## config.mk

```make
export PLATFORM = sky130hd
export DESIGN_NAME = acdf_top
export DESIGN_NICKNAME = d
export VERILOG_FILES = /design/src/shared/acdf_pkg.sv /design/src/core/acdf_decim.sv /design/src/core/acdf_top.sv
export SDC_FILE = /design/constraint.sdc
export NUM_CORES = 1
export LEC_CHECK = 0
export BUFFER_PORTS_ARGS = -buffer_cell sky130_fd_sc_hd__buf_4
export CORE_ASPECT_RATIO = 0.6
export CORE_MARGIN = 10
export CORE_UTILIZATION = 62
export CTS_BUF_LIST = sky130_fd_sc_hd__clkbuf_2 sky130_fd_sc_hd__clkbuf_4 sky130_fd_sc_hd__clkbuf_8
export DETAILED_ROUTE_END_ITERATION = 12
export GPL_TIMING_DRIVEN = 0
export PLACE_DENSITY = 0.81
export SYNTH_ARGS = -nofsm -noshare
export SYNTH_HDL_FRONTEND = slang
export SYNTH_HIERARCHICAL = 1
export SYNTH_SLANG_ARGS = --single-unit
export TNS_END_PERCENT = 10
```

## constraint.sdc

```tcl
create_clock -name ref_clk -period 5.8 [get_ports ref_clk]
set_clock_uncertainty 0.1 [all_clocks]
set_input_delay 1.16 -clock ref_clk [delete_from_list [all_inputs] [get_ports ref_clk]]
set_output_delay 1.16 -clock ref_clk [all_outputs]
set_load 0.05 [all_outputs]
```

## src/shared/acdf_pkg.sv

```systemverilog
// ----------------------------------------------------------------------------
// Purpose: Shared constants, types and helpers for the clock and decimation block
// Assumes: One 125 MHz system clock; all slower rates are enable pulses
// Notes: Register offsets are word indices on the documented register port
// ----------------------------------------------------------------------------
package acdf_pkg;

   // -------------------------------------------------------------------------
   // Register map
   // -------------------------------------------------------------------------
   localparam logic [7:0] MODE_ADDR = 8'h01;      // Converter mode control
   localparam logic [7:0] SETUP0_ADDR = 8'h20;    // Setup configuration zero
   localparam logic [7:0] FILT0_ADDR = 8'h28;     // Filter configuration zero
   localparam logic [15:0] MODE_RST = 16'h0000;   // Mode reset value
   localparam logic [15:0] SETUP0_RST = 16'h1000; // Setup reset value
   localparam logic [15:0] FILT0_RST = 16'h0000;  // Filter reset value
   localparam logic [15:0] MODE_WMASK = 16'hef7c; // Reserved bits read zero
   localparam logic [15:0] SETUP0_WMASK = 16'h1fb0; // Reserved bits read zero
   localparam logic [15:0] FILT0_WMASK = 16'hffff;  // All bits used

   // -------------------------------------------------------------------------
   // Field positions
   // -------------------------------------------------------------------------
   localparam int REF_EN_BIT = 15;      // Internal reference enable
   localparam int SETTLED_ONLY_BIT = 13; // Settled-only output
   localparam int CLKSEL_LSB = 2;       // Clock source select, two bits
   localparam int DIRECT_BIT = 7;       // Sinc3 direct decimation
   localparam int ORDER_LSB = 5;        // Filter order, two bits
   localparam int ODR_LSB = 0;          // Output rate index, four bits used

   // Clock source select encodings; zero is the reset choice
   typedef enum logic [1:0] {
      ACDF_CLK_INT = 2'b00,     // Internal oscillator
      ACDF_CLK_INT_OUT = 2'b01, // Internal oscillator, also driven out
      ACDF_CLK_EXT = 2'b10,     // External clock on the clock pin
      ACDF_CLK_XTAL = 2'b11     // Crystal
   } acdf_clksel_t;

   localparam logic [1:0] ORDER_SINC3 = 2'b11; // Filter order code for sinc3

   // -------------------------------------------------------------------------
   // Rates
   // -------------------------------------------------------------------------
   localparam int OSC_HZ = 16_000_000; // Oscillator and crystal frequency
   localparam int MCLK_HZ = 2_000_000; // Nominal master clock
   localparam logic [2:0] OSC_DIV_LAST = 3'(OSC_HZ / MCLK_HZ - 1); // Divide by eight
   localparam logic [14:0] SINC5_DEC = 15'd32; // Modulator ticks per sinc5 output
   localparam logic [1:0] SINC3_SETTLE = 2'd3; // Outputs to settle, sinc3

   // -------------------------------------------------------------------------
   // Carriers
   // -------------------------------------------------------------------------
   typedef struct packed {
      logic [14:0] cnt;  // Inputs taken so far
      logic [23:0] acc;  // Running sum
      logic [23:0] dout; // Last completed sum
      logic pulse;       // One cycle per completed sum
   } acdf_dec_st_t;

   typedef struct packed {
      logic [15:0] mode_q;   // Converter mode control
      logic [15:0] setup_q;  // Setup configuration zero
      logic [15:0] filt_q;   // Filter configuration zero
      logic [15:0] rdata_q;  // Read data
      logic osc_prev;        // Oscillator level last cycle
      logic xtal_prev;       // Crystal level last cycle
      logic ext_prev;        // External clock level last cycle
      logic [2:0] div_cnt;   // 16 MHz to 2 MHz divider
      logic mclk_tick;       // Master clock enable
      logic mod_phase;       // Master clock halving phase
      logic mod_tick;        // Modulator enable
      logic clk_out;         // Clock driven on the pin
      logic restart;         // Filter restart request
      logic [1:0] settle_cnt; // Outputs since restart, saturating
      logic [23:0] data_q;   // Result
      logic ready;           // Result strobe
      logic settled;         // Result is settled
   } acdf_st_t;

   // Second-stage decimation from the filter configuration
   function automatic logic [14:0] dec_n(input logic [15:0] f);
      logic [14:0] n;
      n = 15'd1562;
      if (f[DIRECT_BIT])
      begin
         n = (f[14:0] == 15'h0) ? 15'd1 : f[14:0];
      end
      else
      begin
         case (f[ODR_LSB +: 4])
            4'h0: n = 15'd1;
            4'h1: n = 15'd2;
            4'h2: n = 15'd3;
            4'h3: n = 15'd6;
            4'h4: n = 15'd12;
            4'h5: n = 15'd31;
            4'h6: n = 15'd62;
            4'h7: n = 15'd82;
            4'h8: n = 15'd156;
            4'h9: n = 15'd312;
            4'ha: n = 15'd525;
            4'hb: n = 15'd629;
            default: n = 15'd1562;
         endcase
      end
      return n;
   endfunction

endpackage

```

## src/core/acdf_decim.sv

```systemverilog
// ----------------------------------------------------------------------------
// Purpose: One decimation stage: sums a fixed number of inputs, then emits
// Assumes: tick is a one-cycle enable; limit is at least one
// Notes: clr drops a partial sum, used on restart of the filter
// ----------------------------------------------------------------------------
`timescale 1ns/1ps
module acdf_decim (
   input wire logic ref_clk,        // System clock
   input wire logic resetn,         // Asynchronous reset, active low
   input wire logic clr,            // Drop partial sum
   input wire logic tick,           // Input strobe
   input wire logic [14:0] limit,   // Inputs per output
   input wire logic [23:0] din,     // Input sample
   output logic [23:0] dout,        // Completed sum
   output logic dvalid              // One cycle per completed sum
);

   // -------------------------------------------------------------------------
   // State
   // -------------------------------------------------------------------------
   acdf_pkg::acdf_dec_st_t s_q; // Registered state
   acdf_pkg::acdf_dec_st_t s_d; // Next state

   // Sum and count update
   always_comb
   begin
      s_d = s_q;
      s_d.pulse = 1'b0;
      if (clr)
      begin
         // Restart discards partial work
         s_d.cnt = 15'h0;
         s_d.acc = 24'h0;
      end
      else if (tick)
      begin
         if (s_q.cnt + 15'h1 >= limit)
         begin
            // Last input of the group closes the sum
            s_d.dout = s_q.acc + din;
            s_d.pulse = 1'b1;
            s_d.cnt = 15'h0;
            s_d.acc = 24'h0;
         end
         else
         begin
            s_d.cnt = s_q.cnt + 15'h1;
            s_d.acc = s_q.acc + din;
         end
      end
   end

   // State register
   always_ff @(posedge ref_clk or negedge resetn)
   begin
      if (!resetn)
      begin
         s_q <= '0;
      end
      else
      begin
         s_q <= s_d;
      end
   end

   assign dout = s_q.dout;
   assign dvalid = s_q.pulse;

endmodule

```

## src/core/acdf_top.sv

```systemverilog
// ----------------------------------------------------------------------------
// Purpose: Master clock selection and decimation control of a sigma-delta ADC
// Assumes: Clock source pins arrive as levels synchronous to ref_clk
// Notes: Only setup zero is held; result is a plain bitstream sum
// ----------------------------------------------------------------------------
`timescale 1ns/1ps
module acdf_top (
   input wire logic ref_clk,                 // System clock, 125 MHz
   input wire logic resetn,                  // Asynchronous reset, active low
   input wire logic reg_we,                  // Register write strobe
   input wire logic [7:0] reg_addr,          // Register index
   input wire logic [15:0] reg_wdata,        // Register write data
   output logic [15:0] reg_rdata,            // Register read data, one cycle late
   input wire logic int_osc_clk,             // Internal 16 MHz oscillator level
   input wire logic crystal_in,              // Crystal 16 MHz level
   input wire logic crystal_out_clock_io_i,  // Clock pin, input side
   output logic crystal_out_clock_io_o,      // Clock pin, output side
   output logic crystal_out_clock_io_oe,     // Clock pin drive enable
   input wire logic mod_bit,                 // Modulator bitstream
   output logic modulator_tick,              // Modulator rate enable
   output logic internal_ref_en,             // Internal reference enable
   output logic [23:0] result_data,          // Filter result
   output logic result_ready,                // Result strobe
   output logic result_settled               // Result is fully settled
);

   // -------------------------------------------------------------------------
   // State and decode
   // -------------------------------------------------------------------------
   acdf_pkg::acdf_st_t s; // Registered state
   acdf_pkg::acdf_st_t n; // Next state
   acdf_pkg::acdf_clksel_t clk_sel; // Current source choice
   logic cfg_wr; // Write that changes filter behaviour
   logic clr; // Restart both decimators
   logic is_sinc3; // Sinc3 path selected
   logic settled_only; // Emit settled results only
   logic [14:0] stage2_n; // Second-stage decimation
   logic [1:0] settle_n; // Outputs needed to settle
   logic [23:0] s1_out; // Sinc5 stage sum
   logic s1_valid; // Sinc5 stage output strobe
   logic [23:0] s2_out; // Final stage sum
   logic s2_valid; // Final stage output strobe
   logic [1:0] settle_nx; // Settle count after this output
   logic src_edge; // Selected oscillator or crystal rising edge; zero when external is selected

   assign clk_sel = acdf_pkg::acdf_clksel_t'(s.mode_q[acdf_pkg::CLKSEL_LSB +: 2]);
   assign cfg_wr = reg_we && (reg_addr == acdf_pkg::MODE_ADDR ||
                              reg_addr == acdf_pkg::FILT0_ADDR);
   assign clr = cfg_wr || s.restart;
   // Direct mapping forces sinc3 and ignores the order field
   assign is_sinc3 = s.filt_q[acdf_pkg::DIRECT_BIT] ||
                     s.filt_q[acdf_pkg::ORDER_LSB +: 2] == acdf_pkg::ORDER_SINC3;
   assign settled_only = s.mode_q[acdf_pkg::SETTLED_ONLY_BIT];
   assign stage2_n = acdf_pkg::dec_n(s.filt_q);

   // -------------------------------------------------------------------------
   // Settling depth
   // -------------------------------------------------------------------------
   // Sinc5+sinc1 at twelve or more sinc5 words is 2.6 kSPS or lower
   always_comb
   begin
      if (is_sinc3)
      begin
         settle_n = acdf_pkg::SINC3_SETTLE;
      end
      else if (stage2_n >= 15'd12)
      begin
         settle_n = 2'd1;
      end
      else if (stage2_n >= 15'd3)
      begin
         settle_n = 2'd2;
      end
      else
      begin
         settle_n = 2'd3;
      end
   end

   // -------------------------------------------------------------------------
   // Decimation stages
   // -------------------------------------------------------------------------
   // First stage: 32 modulator bits give the fixed 31.25 kSPS rate
   acdf_decim u_stage1 (
      .ref_clk (ref_clk),
      .resetn (resetn),
      .clr (clr),
      .tick (s.mod_tick),
      .limit (acdf_pkg::SINC5_DEC),
      .din ({23'h0, mod_bit}),
      .dout (s1_out),
      .dvalid (s1_valid)
   );

   // Second stage: sinc1 averaging or sinc3 decimation factor
   acdf_decim u_stage2 (
      .ref_clk (ref_clk),
      .resetn (resetn),
      .clr (clr),
      .tick (s1_valid),
      .limit (stage2_n),
      .din (s1_out),
      .dout (s2_out),
      .dvalid (s2_valid)
   );

   // -------------------------------------------------------------------------
   // Next-state logic
   // -------------------------------------------------------------------------
   always_comb
   begin
      n = s;
      n.ready = 1'b0;
      n.mclk_tick = 1'b0;
      n.mod_tick = 1'b0;
      n.restart = 1'b0;
      settle_nx = (s.settle_cnt == 2'd3) ? 2'd3 : s.settle_cnt + 2'd1;
      n.osc_prev = int_osc_clk;
      n.xtal_prev = crystal_in;
      n.ext_prev = crystal_out_clock_io_i;
      src_edge = 1'b0;

      // Register writes, reserved bits held at zero
      if (reg_we)
      begin
         unique case (reg_addr)
            acdf_pkg::MODE_ADDR: n.mode_q = reg_wdata & acdf_pkg::MODE_WMASK;
            acdf_pkg::SETUP0_ADDR: n.setup_q = reg_wdata & acdf_pkg::SETUP0_WMASK;
            acdf_pkg::FILT0_ADDR: n.filt_q = reg_wdata & acdf_pkg::FILT0_WMASK;
            default: n.rdata_q = s.rdata_q; // Unmapped write ignored
         endcase
      end

      // Read data, unmapped reads as zero
      unique case (reg_addr)
         acdf_pkg::MODE_ADDR: n.rdata_q = s.mode_q;
         acdf_pkg::SETUP0_ADDR: n.rdata_q = s.setup_q;
         acdf_pkg::FILT0_ADDR: n.rdata_q = s.filt_q;
         default: n.rdata_q = 16'h0;
      endcase

      // Master clock: 16 MHz sources divide by eight, external passes
      unique case (clk_sel)
         acdf_pkg::ACDF_CLK_INT, acdf_pkg::ACDF_CLK_INT_OUT:
            src_edge = int_osc_clk && !s.osc_prev;
         acdf_pkg::ACDF_CLK_XTAL:
            src_edge = crystal_in && !s.xtal_prev;
         acdf_pkg::ACDF_CLK_EXT:
            src_edge = 1'b0;
      endcase
      if (clk_sel == acdf_pkg::ACDF_CLK_EXT)
      begin
         // External clock is already the master clock
         n.mclk_tick = crystal_out_clock_io_i && !s.ext_prev;
         n.div_cnt = 3'h0;
      end
      else if (src_edge)
      begin
         n.div_cnt = (s.div_cnt == acdf_pkg::OSC_DIV_LAST) ? 3'h0 : s.div_cnt + 3'h1;
         n.mclk_tick = (s.div_cnt == acdf_pkg::OSC_DIV_LAST);
      end

      // Modulator runs at half the master clock; all rates follow it
      if (s.mclk_tick)
      begin
         n.mod_phase = !s.mod_phase;
         n.mod_tick = s.mod_phase;
      end

      // Oscillator copy for the clock pin, one cycle behind
      n.clk_out = int_osc_clk;

      // Result handling and settling count
      if (cfg_wr || s.restart)
      begin
         // A new configuration starts settling over
         n.settle_cnt = 2'h0;
      end
      else if (s2_valid)
      begin
         n.settle_cnt = settle_nx;
         if (settled_only)
         begin
            // Only settled results leave; filter restarts after each
            if (settle_nx >= settle_n)
            begin
               n.ready = 1'b1;
               n.settled = 1'b1;
               n.data_q = s2_out;
               n.restart = 1'b1;
            end
         end
         else
         begin
            n.ready = 1'b1;
            n.settled = (settle_nx >= settle_n);
            n.data_q = s2_out;
         end
      end
   end

   // -------------------------------------------------------------------------
   // State register
   // -------------------------------------------------------------------------
   // Reset gives the internal oscillator and the reference off
   always_ff @(posedge ref_clk or negedge resetn)
   begin
      if (!resetn)
      begin
         s <= '0;
         s.mode_q <= acdf_pkg::MODE_RST;
         s.setup_q <= acdf_pkg::SETUP0_RST;
         s.filt_q <= acdf_pkg::FILT0_RST;
      end
      else
      begin
         s <= n;
      end
   end

   // -------------------------------------------------------------------------
   // Outputs
   // -------------------------------------------------------------------------
   assign reg_rdata = s.rdata_q;
   assign crystal_out_clock_io_o = s.clk_out;
   // Driving the pin disturbs dc performance, so only on request
   assign crystal_out_clock_io_oe = (clk_sel == acdf_pkg::ACDF_CLK_INT_OUT);
   assign modulator_tick = s.mod_tick;
   assign internal_ref_en = s.mode_q[acdf_pkg::REF_EN_BIT];
   assign result_data = s.data_q;
   assign result_ready = s.ready;
   assign result_settled = s.settled;

   // -------------------------------------------------------------------------
   // Assertions
   // -------------------------------------------------------------------------
   a_clksel_write: assert property (@(posedge ref_clk) disable iff (!resetn)
      $changed(s.mode_q[3:2]) |-> $past(reg_we) && $past(reg_addr) == acdf_pkg::MODE_ADDR)
      else $error("Clock select changed without a mode write");

   a_div_eight: assert property (@(posedge ref_clk) disable iff (!resetn)
      s.mclk_tick && $past(clk_sel) == acdf_pkg::ACDF_CLK_INT
      |-> $past(s.div_cnt) == 3'h7 && $past(int_osc_clk) && !$past(s.osc_prev))
      else $error("Master tick not on eighth oscillator edge");

   a_xtal_div: assert property (@(posedge ref_clk) disable iff (!resetn)
      s.mclk_tick && $past(clk_sel) == acdf_pkg::ACDF_CLK_XTAL
      |-> $past(s.div_cnt) == 3'h7 && $past(crystal_in))
      else $error("Crystal master tick not on eighth edge");

   a_ext_route: assert property (@(posedge ref_clk) disable iff (!resetn)
      clk_sel == acdf_pkg::ACDF_CLK_EXT && crystal_out_clock_io_i && !s.ext_prev
      && !cfg_wr |=> s.mclk_tick)
      else $error("External clock edge not routed");

   a_mod_half: assert property (@(posedge ref_clk) disable iff (!resetn)
      s.mod_tick |-> $past(s.mclk_tick) && $past(s.mod_phase))
      else $error("Modulator tick not at half master rate");

   a_clk_out: assert property (@(posedge ref_clk) disable iff (!resetn)
      crystal_out_clock_io_oe |-> crystal_out_clock_io_o == $past(int_osc_clk))
      else $error("Clock pin does not follow oscillator");

   a_direct_map: assert property (@(posedge ref_clk) disable iff (!resetn)
      s.filt_q[7] && s.filt_q[14:0] != 15'h0 |-> stage2_n == s.filt_q[14:0] && is_sinc3)
      else $error("Direct decimation not applied");

   a_sinc3_settle: assert property (@(posedge ref_clk) disable iff (!resetn)
      result_ready && result_settled && is_sinc3 && !settled_only |-> s.settle_cnt == 2'd3)
      else $error("Sinc3 result flagged settled too early");

   a_single_only: assert property (@(posedge ref_clk) disable iff (!resetn)
      result_ready && $past(settled_only) |-> result_settled ##1 s.settle_cnt == 2'd0)
      else $error("Unsettled result in settled-only mode");

   a_ref_enable: assert property (@(posedge ref_clk) disable iff (!resetn)
      $rose(internal_ref_en) |-> $past(reg_we) && $past(reg_wdata[15]))
      else $error("Reference enabled without a write");

endmodule

```

# Word-level counts from Yosys, hierarchy flattened

Memories as Yosys holds them, arrays and structs flattened.
Index checks and enable logic that the tools add are counted.

Output and inout port bits: 46
Bits in registers: 218
Input bits: 31
Bits in read-only memories: 176
Logic and storage cells: 101
Memories kept: 1

Equality and inequality tests: 10
Reduce and logical (&&, ||, !) cells: 24
$lt $le $gt $ge: 5
Bitwise operators: 1
Multiplexer cells: 30
$add $sub $neg: 6

Memory list:

| memory           | words | bits a word | read ports | clocked after memory_dff | write ports | RTL line       | source |
|---|---|---|---|---|---|---|---|
| (name not given) | 16    | 11          | 1          | 0                        | 0           | acdf_pkg.sv:90 | `case (f[ODR_LSB +: 4])` |

Operator list:

| kind                    | count |
|---|---|
| $mux W39                | 4 |
| $mux W64                | 2 |
| $mux W26                | 2 |
| $mux W25                | 2 |
| $pmux W16 S3            | 1 |
| $add A15 B1 Y15 const B | 2 |
| $mux W15                | 2 |
| $mux W29                | 1 |
| $add A24 B1 Y24         | 1 |
| $add A24 B24 Y24        | 1 |
| $eq A8 B6 Y1 const B    | 2 |
| $ge A15 B15 Y1          | 1 |
| $ge A15 B2 Y1 const B   | 1 |
| $ge A15 B4 Y1 const B   | 1 |
| $ge A15 B6 Y1 const B   | 1 |
| $logic_not A15 Y1       | 1 |
| $mux W2                 | 5 |
| $reduce_and A3 Y1       | 3 |
| $eq A2 B2 Y1 const B    | 4 |
| $eq A8 B1 Y1 const B    | 1 |
| $mux W4                 | 2 |
| $reduce_bool A2 Y1      | 4 |
| $mux W1                 | 7 |
| $reduce_and A2 Y1       | 3 |
| 14 further kinds        | 22 |

# Logic depth before layout (Yosys ltp)

Depth after elaboration: 12
Mapped depth: 16
Depth with buffers taken out: 14

# Cells and area by module

The synthesis kept the hierarchy.

By module, submodules not included:

| module     | sequential area each (um^2) | times used | area each (um^2) | cells each |
|---|---|---|---|---|
| acdf_decim | 1,601.5                     | 2          | 4,342.9          | 452 |
| acdf_top   | 2,253.4                     | 1          | 4,290.4          | 340 |

# Worst setup path after synthesis

No wires, ideal clock.

Path type: register -> register
Start: register u_stage2/s_q[49] in the netlist's numbering
End: register u_stage2.s_q, in the netlist u_stage2/dout[10]
Arrival: 3.321 ns
Setup time: 0.125 ns
Path slack: 2.255 ns
Stages on the path, launching flop included: 15
Clock period less this slack: 3.545 ns
Path buffers: 2
Required time: 5.575 ns
Path through: dfrtp_1 > ha_1 > and3_1 > clkbuf_1 > and3_1 > and3_1 > xor2_1 > ha_1 > and4_1 > and2_1 > a22oi_1 > o21ai_2 > o21ai_2 > buf_2 > mux2_2

Cells in the longest elaborated chain, start to end: 3

RTL lines:

| element                     | RTL line         | source |
|---|---|---|
| start, declared             | acdf_decim.sv:21 | `acdf_pkg::acdf_dec_st_t s_q;` |
| start signal, assigned      | acdf_decim.sv:58 | `s_q <= '0;` |
| start signal, assigned      | acdf_decim.sv:62 | `s_q <= s_d;` |
| $add A15 B1 Y15             | acdf_decim.sv:37 | `if (s_q.cnt + 15'h1 >= limit)` |
| $ge A15 B15 Y1              | acdf_decim.sv:37 |  |
| $reduce_and A3 Y1 (no line) | --               |  |

Every way passes these cells.
A chain may end at the register's enable or synchronous reset.

# Final worst setup path

Start: register s[57] in the netlist's numbering
End: register u_stage2.s_q, in the netlist u_stage2/dout[5]

Cells in the longest elaborated chain, start to end: 5
Elaborated cells between the ends (all ways): 6
Those cells by class: order compare (1); mux (2); reduce/logical (2); memory (1)

RTL lines:

| element                                                                 | RTL line         | source |
|---|---|---|
| start, declared                                                         | acdf_top.sv:30   | `acdf_pkg::acdf_st_t s;` |
| start signal, assigned                                                  | acdf_top.sv:217  | `s <= n;` |
| parallel branches: the longest is 2 deep, another holds $mem_v2 Z16 W11 | --               |  |
| $mux W15 *                                                              | acdf_pkg.sv:84   | `if (f[DIRECT_BIT])` |
| named net stage2_n[2]                                                   | acdf_top.sv:37   | `logic [14:0] stage2_n;` |
| $ge A15 B15 Y1 *                                                        | acdf_decim.sv:37 |  |
| $reduce_and A3 Y1 (no line) *                                           | --               |  |

Mark *: on every way through the listed nets, which the timed path passes.

==> out/qor.yml <==
layout:
  multi_input_area_mm2: 0.00657
  num_antenna_cells: 0
  design_area_mm2: 0.0148
  final_cells: 1691
  regArea_mm2: 0.00546
  postLayoutCoreUtil: 0.732
  area_delta_synth_final_pct: 14.3
  n_fill_cell: 1459
  final_layout_size_suffix_gt1_frac: 0.260
  final_nets: 1514
synth:
  yosysSeqAreaShare: 0.420
  synth-seq-cells: 218
  synth_area_leader_cell: "dfrtp_1"
  ys.flop_type: "dfrtp_1"
  avgSynthCellArea_um2: 10.4
  synth_edf_count: 0
  synthArstFlopShare: 1.00
  synth_cell_types: 70
  synthTopCellsByCount: "dfrtp_1, nand2_1, buf_4"
  synth_top_area_frac: 0.418
  synth_area_leaders: "dfrtp_1, ha_1, mux2_2, buf_4, a22o_1"
  synth_cells: 1244
  yosysMostFrequentCell: "dfrtp_1"
  netlist_area_mm2: 0.0130
  yosysWarnings: 6
sta:
  report.final.slew_viol_count: 0
  max_freq_mhz: 234
  rsz0062_at_grt: "no"
  fin_crit_sh: 0.736
  hold_ws_ps: 342
  timing.final.ws_setup_ps: 1530
  hold_viol: 0
  period_minus_slack_ps: 4270
  fin_tns_setup_ps: 0
  relSlewSlack: 0.327
  setup_viol: 0
  worst_pin_slew_ps: 1000
floorplan:
  num_rows: 40
  die_w_um: 207
  die_h_um: 132
  start_util: 0.640
  die-area_mm2: 0.0273
  core_mm2: 0.0203
  boundaryPins: 77
critical_path:
  setup.worst_path.class: "flip-flop to flip-flop"
  end_kind: "flip-flop"
  crit_slowest_cell: "dfrtp_1"
  max_stage_delay_ps: 420
  arrival_ps: 4580
  critPathMaxFanout: 10
  startpoint_type: "flip-flop"
  crit_chain: "clkbuf_1 -> inv_1 -> ha_1 -> nor2_1 -> a211o_1 -> and2_1 -> inv_1 -> ha_1 -> a21oi_1 -> o21ai_0 -> a221oi_1 -> o21ai_2 -> o21ai_2 -> buf_2 -> mux2_2"
  required_ps: 6110
clock_tree:
  numCtsBuffers: 34
  path_clk_slew_ps: 60
  cts_sinks: 218
  postCtsSetupRepairBufs: 0
  clk_latency_ps: 540
  cts_tree: "done"
  post_cts_resized: 0
  clk_path_buf_depth: 3
  cts_root_buffer: "clkbuf_8"
  cts_max_level: 2
  hold_buffers: 0
detailed_routing:
  totalWireLength_mm: 29.9
  first_pass_iters: 5
  post_drt_via_cell_ratio: 5.76
  vias: 9736
  post-route-drc-count: 0
  drt_first_iter_violations: 654
  wl_per_cell_um: 17.7
  ant_nets: 0
run_status:
  status: "finished, final reports clean"
placement:
  placed_cells: 1633
  dpl_cell_area_mm2: 0.0141
  dpl_worst_slack_ps: 1590
  routabilityCongestion: 0.912
  port_buffers: 76
  dp_hpwl_mm: 22.4
global_route:
  grt_pass1_vias: 9301
  overflow: 0
  antenna_found_initial: 0
  grt_max_degree: 107
  grt_use_total: 0.216
  grt_pass1_wl_mm: 48.6
power_and_ir_drop:
  p_leak_nw: 7.69
  total_power_mw: 4.19
  p_per_area_mw_per_mm2: 282
  vdd_drop_max_mv: 0.444
flow_run:
  drv_cap: 0
min_path:
  hp-class: "input port to asynchronous set/reset pin"
cells in the final DEF, fill, tap and decap left out, drive strengths merged, types with 20 or more instances in the layout:
master  netlist  final
and3         20     20
buf         108    186
inv          54     54
a22o         56     56
clkbuf       27     79
a21oi        71     71
xor2         35     35
nor2         39     39
o21ai        70     70
xnor2        36     36
nand2        97     97
nor3         25     25
mux2         94     94
ha           85     85
dfrtp       217    217
conb          2     40
critical path, delay by kind of cell (launching register included):
| family | cells | cell delay (ps) |
|---|---|---|
| AOI/OAI and AO/OA | 6 | 1510 |
| adders and majority gates | 2 | 570 |
| buffers and inverters | 4 | 1020 |
| DFF | 1 | 420 |
| muxes | 1 | 360 |
| and+or+nand+nor | 2 | 180 |
routing by layer:
metal	global-route usage	vias to the layer above	routed length [um]
li1	-	4621	-
met4	0.0361	0	259
met3	0.0565	28	2380
met2	0.303	277	12700
met1	0.327	4810	14600
met5	0	-	0
registers in the layout, summed over array words and instances (netlist names):
name	flops
result_data	24
result_ready	1
crystal_out_clock_io_o	1
u_stage1/s_q	39
internal_ref_en	1
u_stage1/dout	24
u_stage1/dvalid	1
u_stage2/s_q	39
u_stage2/dout	24
modulator_tick	1
s	43
reg_rdata	16
result_settled	1
clk_sel	2
u_stage2/dvalid	1
area by class of cell:
type	count	share of cell area
Clock buffer	52	0.0444
Buffer	135	0.0600
Clock inverter	6	0.00557
Tap cell	273	0.0230
Inverter	54	0.0137
Timing Repair Buffer	78	0.0427
Sequential cell	218	0.368
Multi-Input combinational cell	875	0.443
worst paths after layout:
| path | start | to | cells after the start | slack, ps |
|---|---|---|---|---|
| max in group asynchronous | resetn | u_stage2/dout[7]$_DFFE_PN0P_ | 3 | 4050 |
| setup / recovery | s[57]$_DFFE_PN0P_ | u_stage2/dout[5]$_DFFE_PN0P_ | 15 | 1530 |
| setup reg to reg | s[57]$_DFFE_PN0P_ | u_stage2/dout[5]$_DFFE_PN0P_ | 15 | 1530 |
| hold / removal | resetn | u_stage1/s_q[43]$_DFFE_PN0P_ | 1 | 340 |
| min in group ref_clk | s[31]$_DFFE_PN0P_ | s[31]$_DFFE_PN0P_ | 1 | 360 |
| hold reg to reg | s[31]$_DFFE_PN0P_ | s[31]$_DFFE_PN0P_ | 1 | 360 |
cell families after synthesis:
| logic type | Yosys count | synth area share |
|---|---|---|
| AOI/OAI and AO/OA | 296 | 0.160 |
| xor gates and xnor gates | 71 | 0.0479 |
| adders and majority gates | 87 | 0.0850 |
| buffers and inverters | 189 | 0.0842 |
| DFF | 218 | 0.420 |
| muxes | 106 | 0.0960 |
| other | 2 | 0.000579 |
| and+or+nand+nor | 275 | 0.106 |
report_power, final:
| part | switching [mW] | internal, mW | leakage (nW) |
|---|---|---|---|
| Clock | 0.622 | 0.813 | 0.391 |
| Sequential | 0.0795 | 1.63 | 3.00 |
| Combinational | 0.635 | 0.410 | 4.30 |
(Power assumes the default switching activity.)
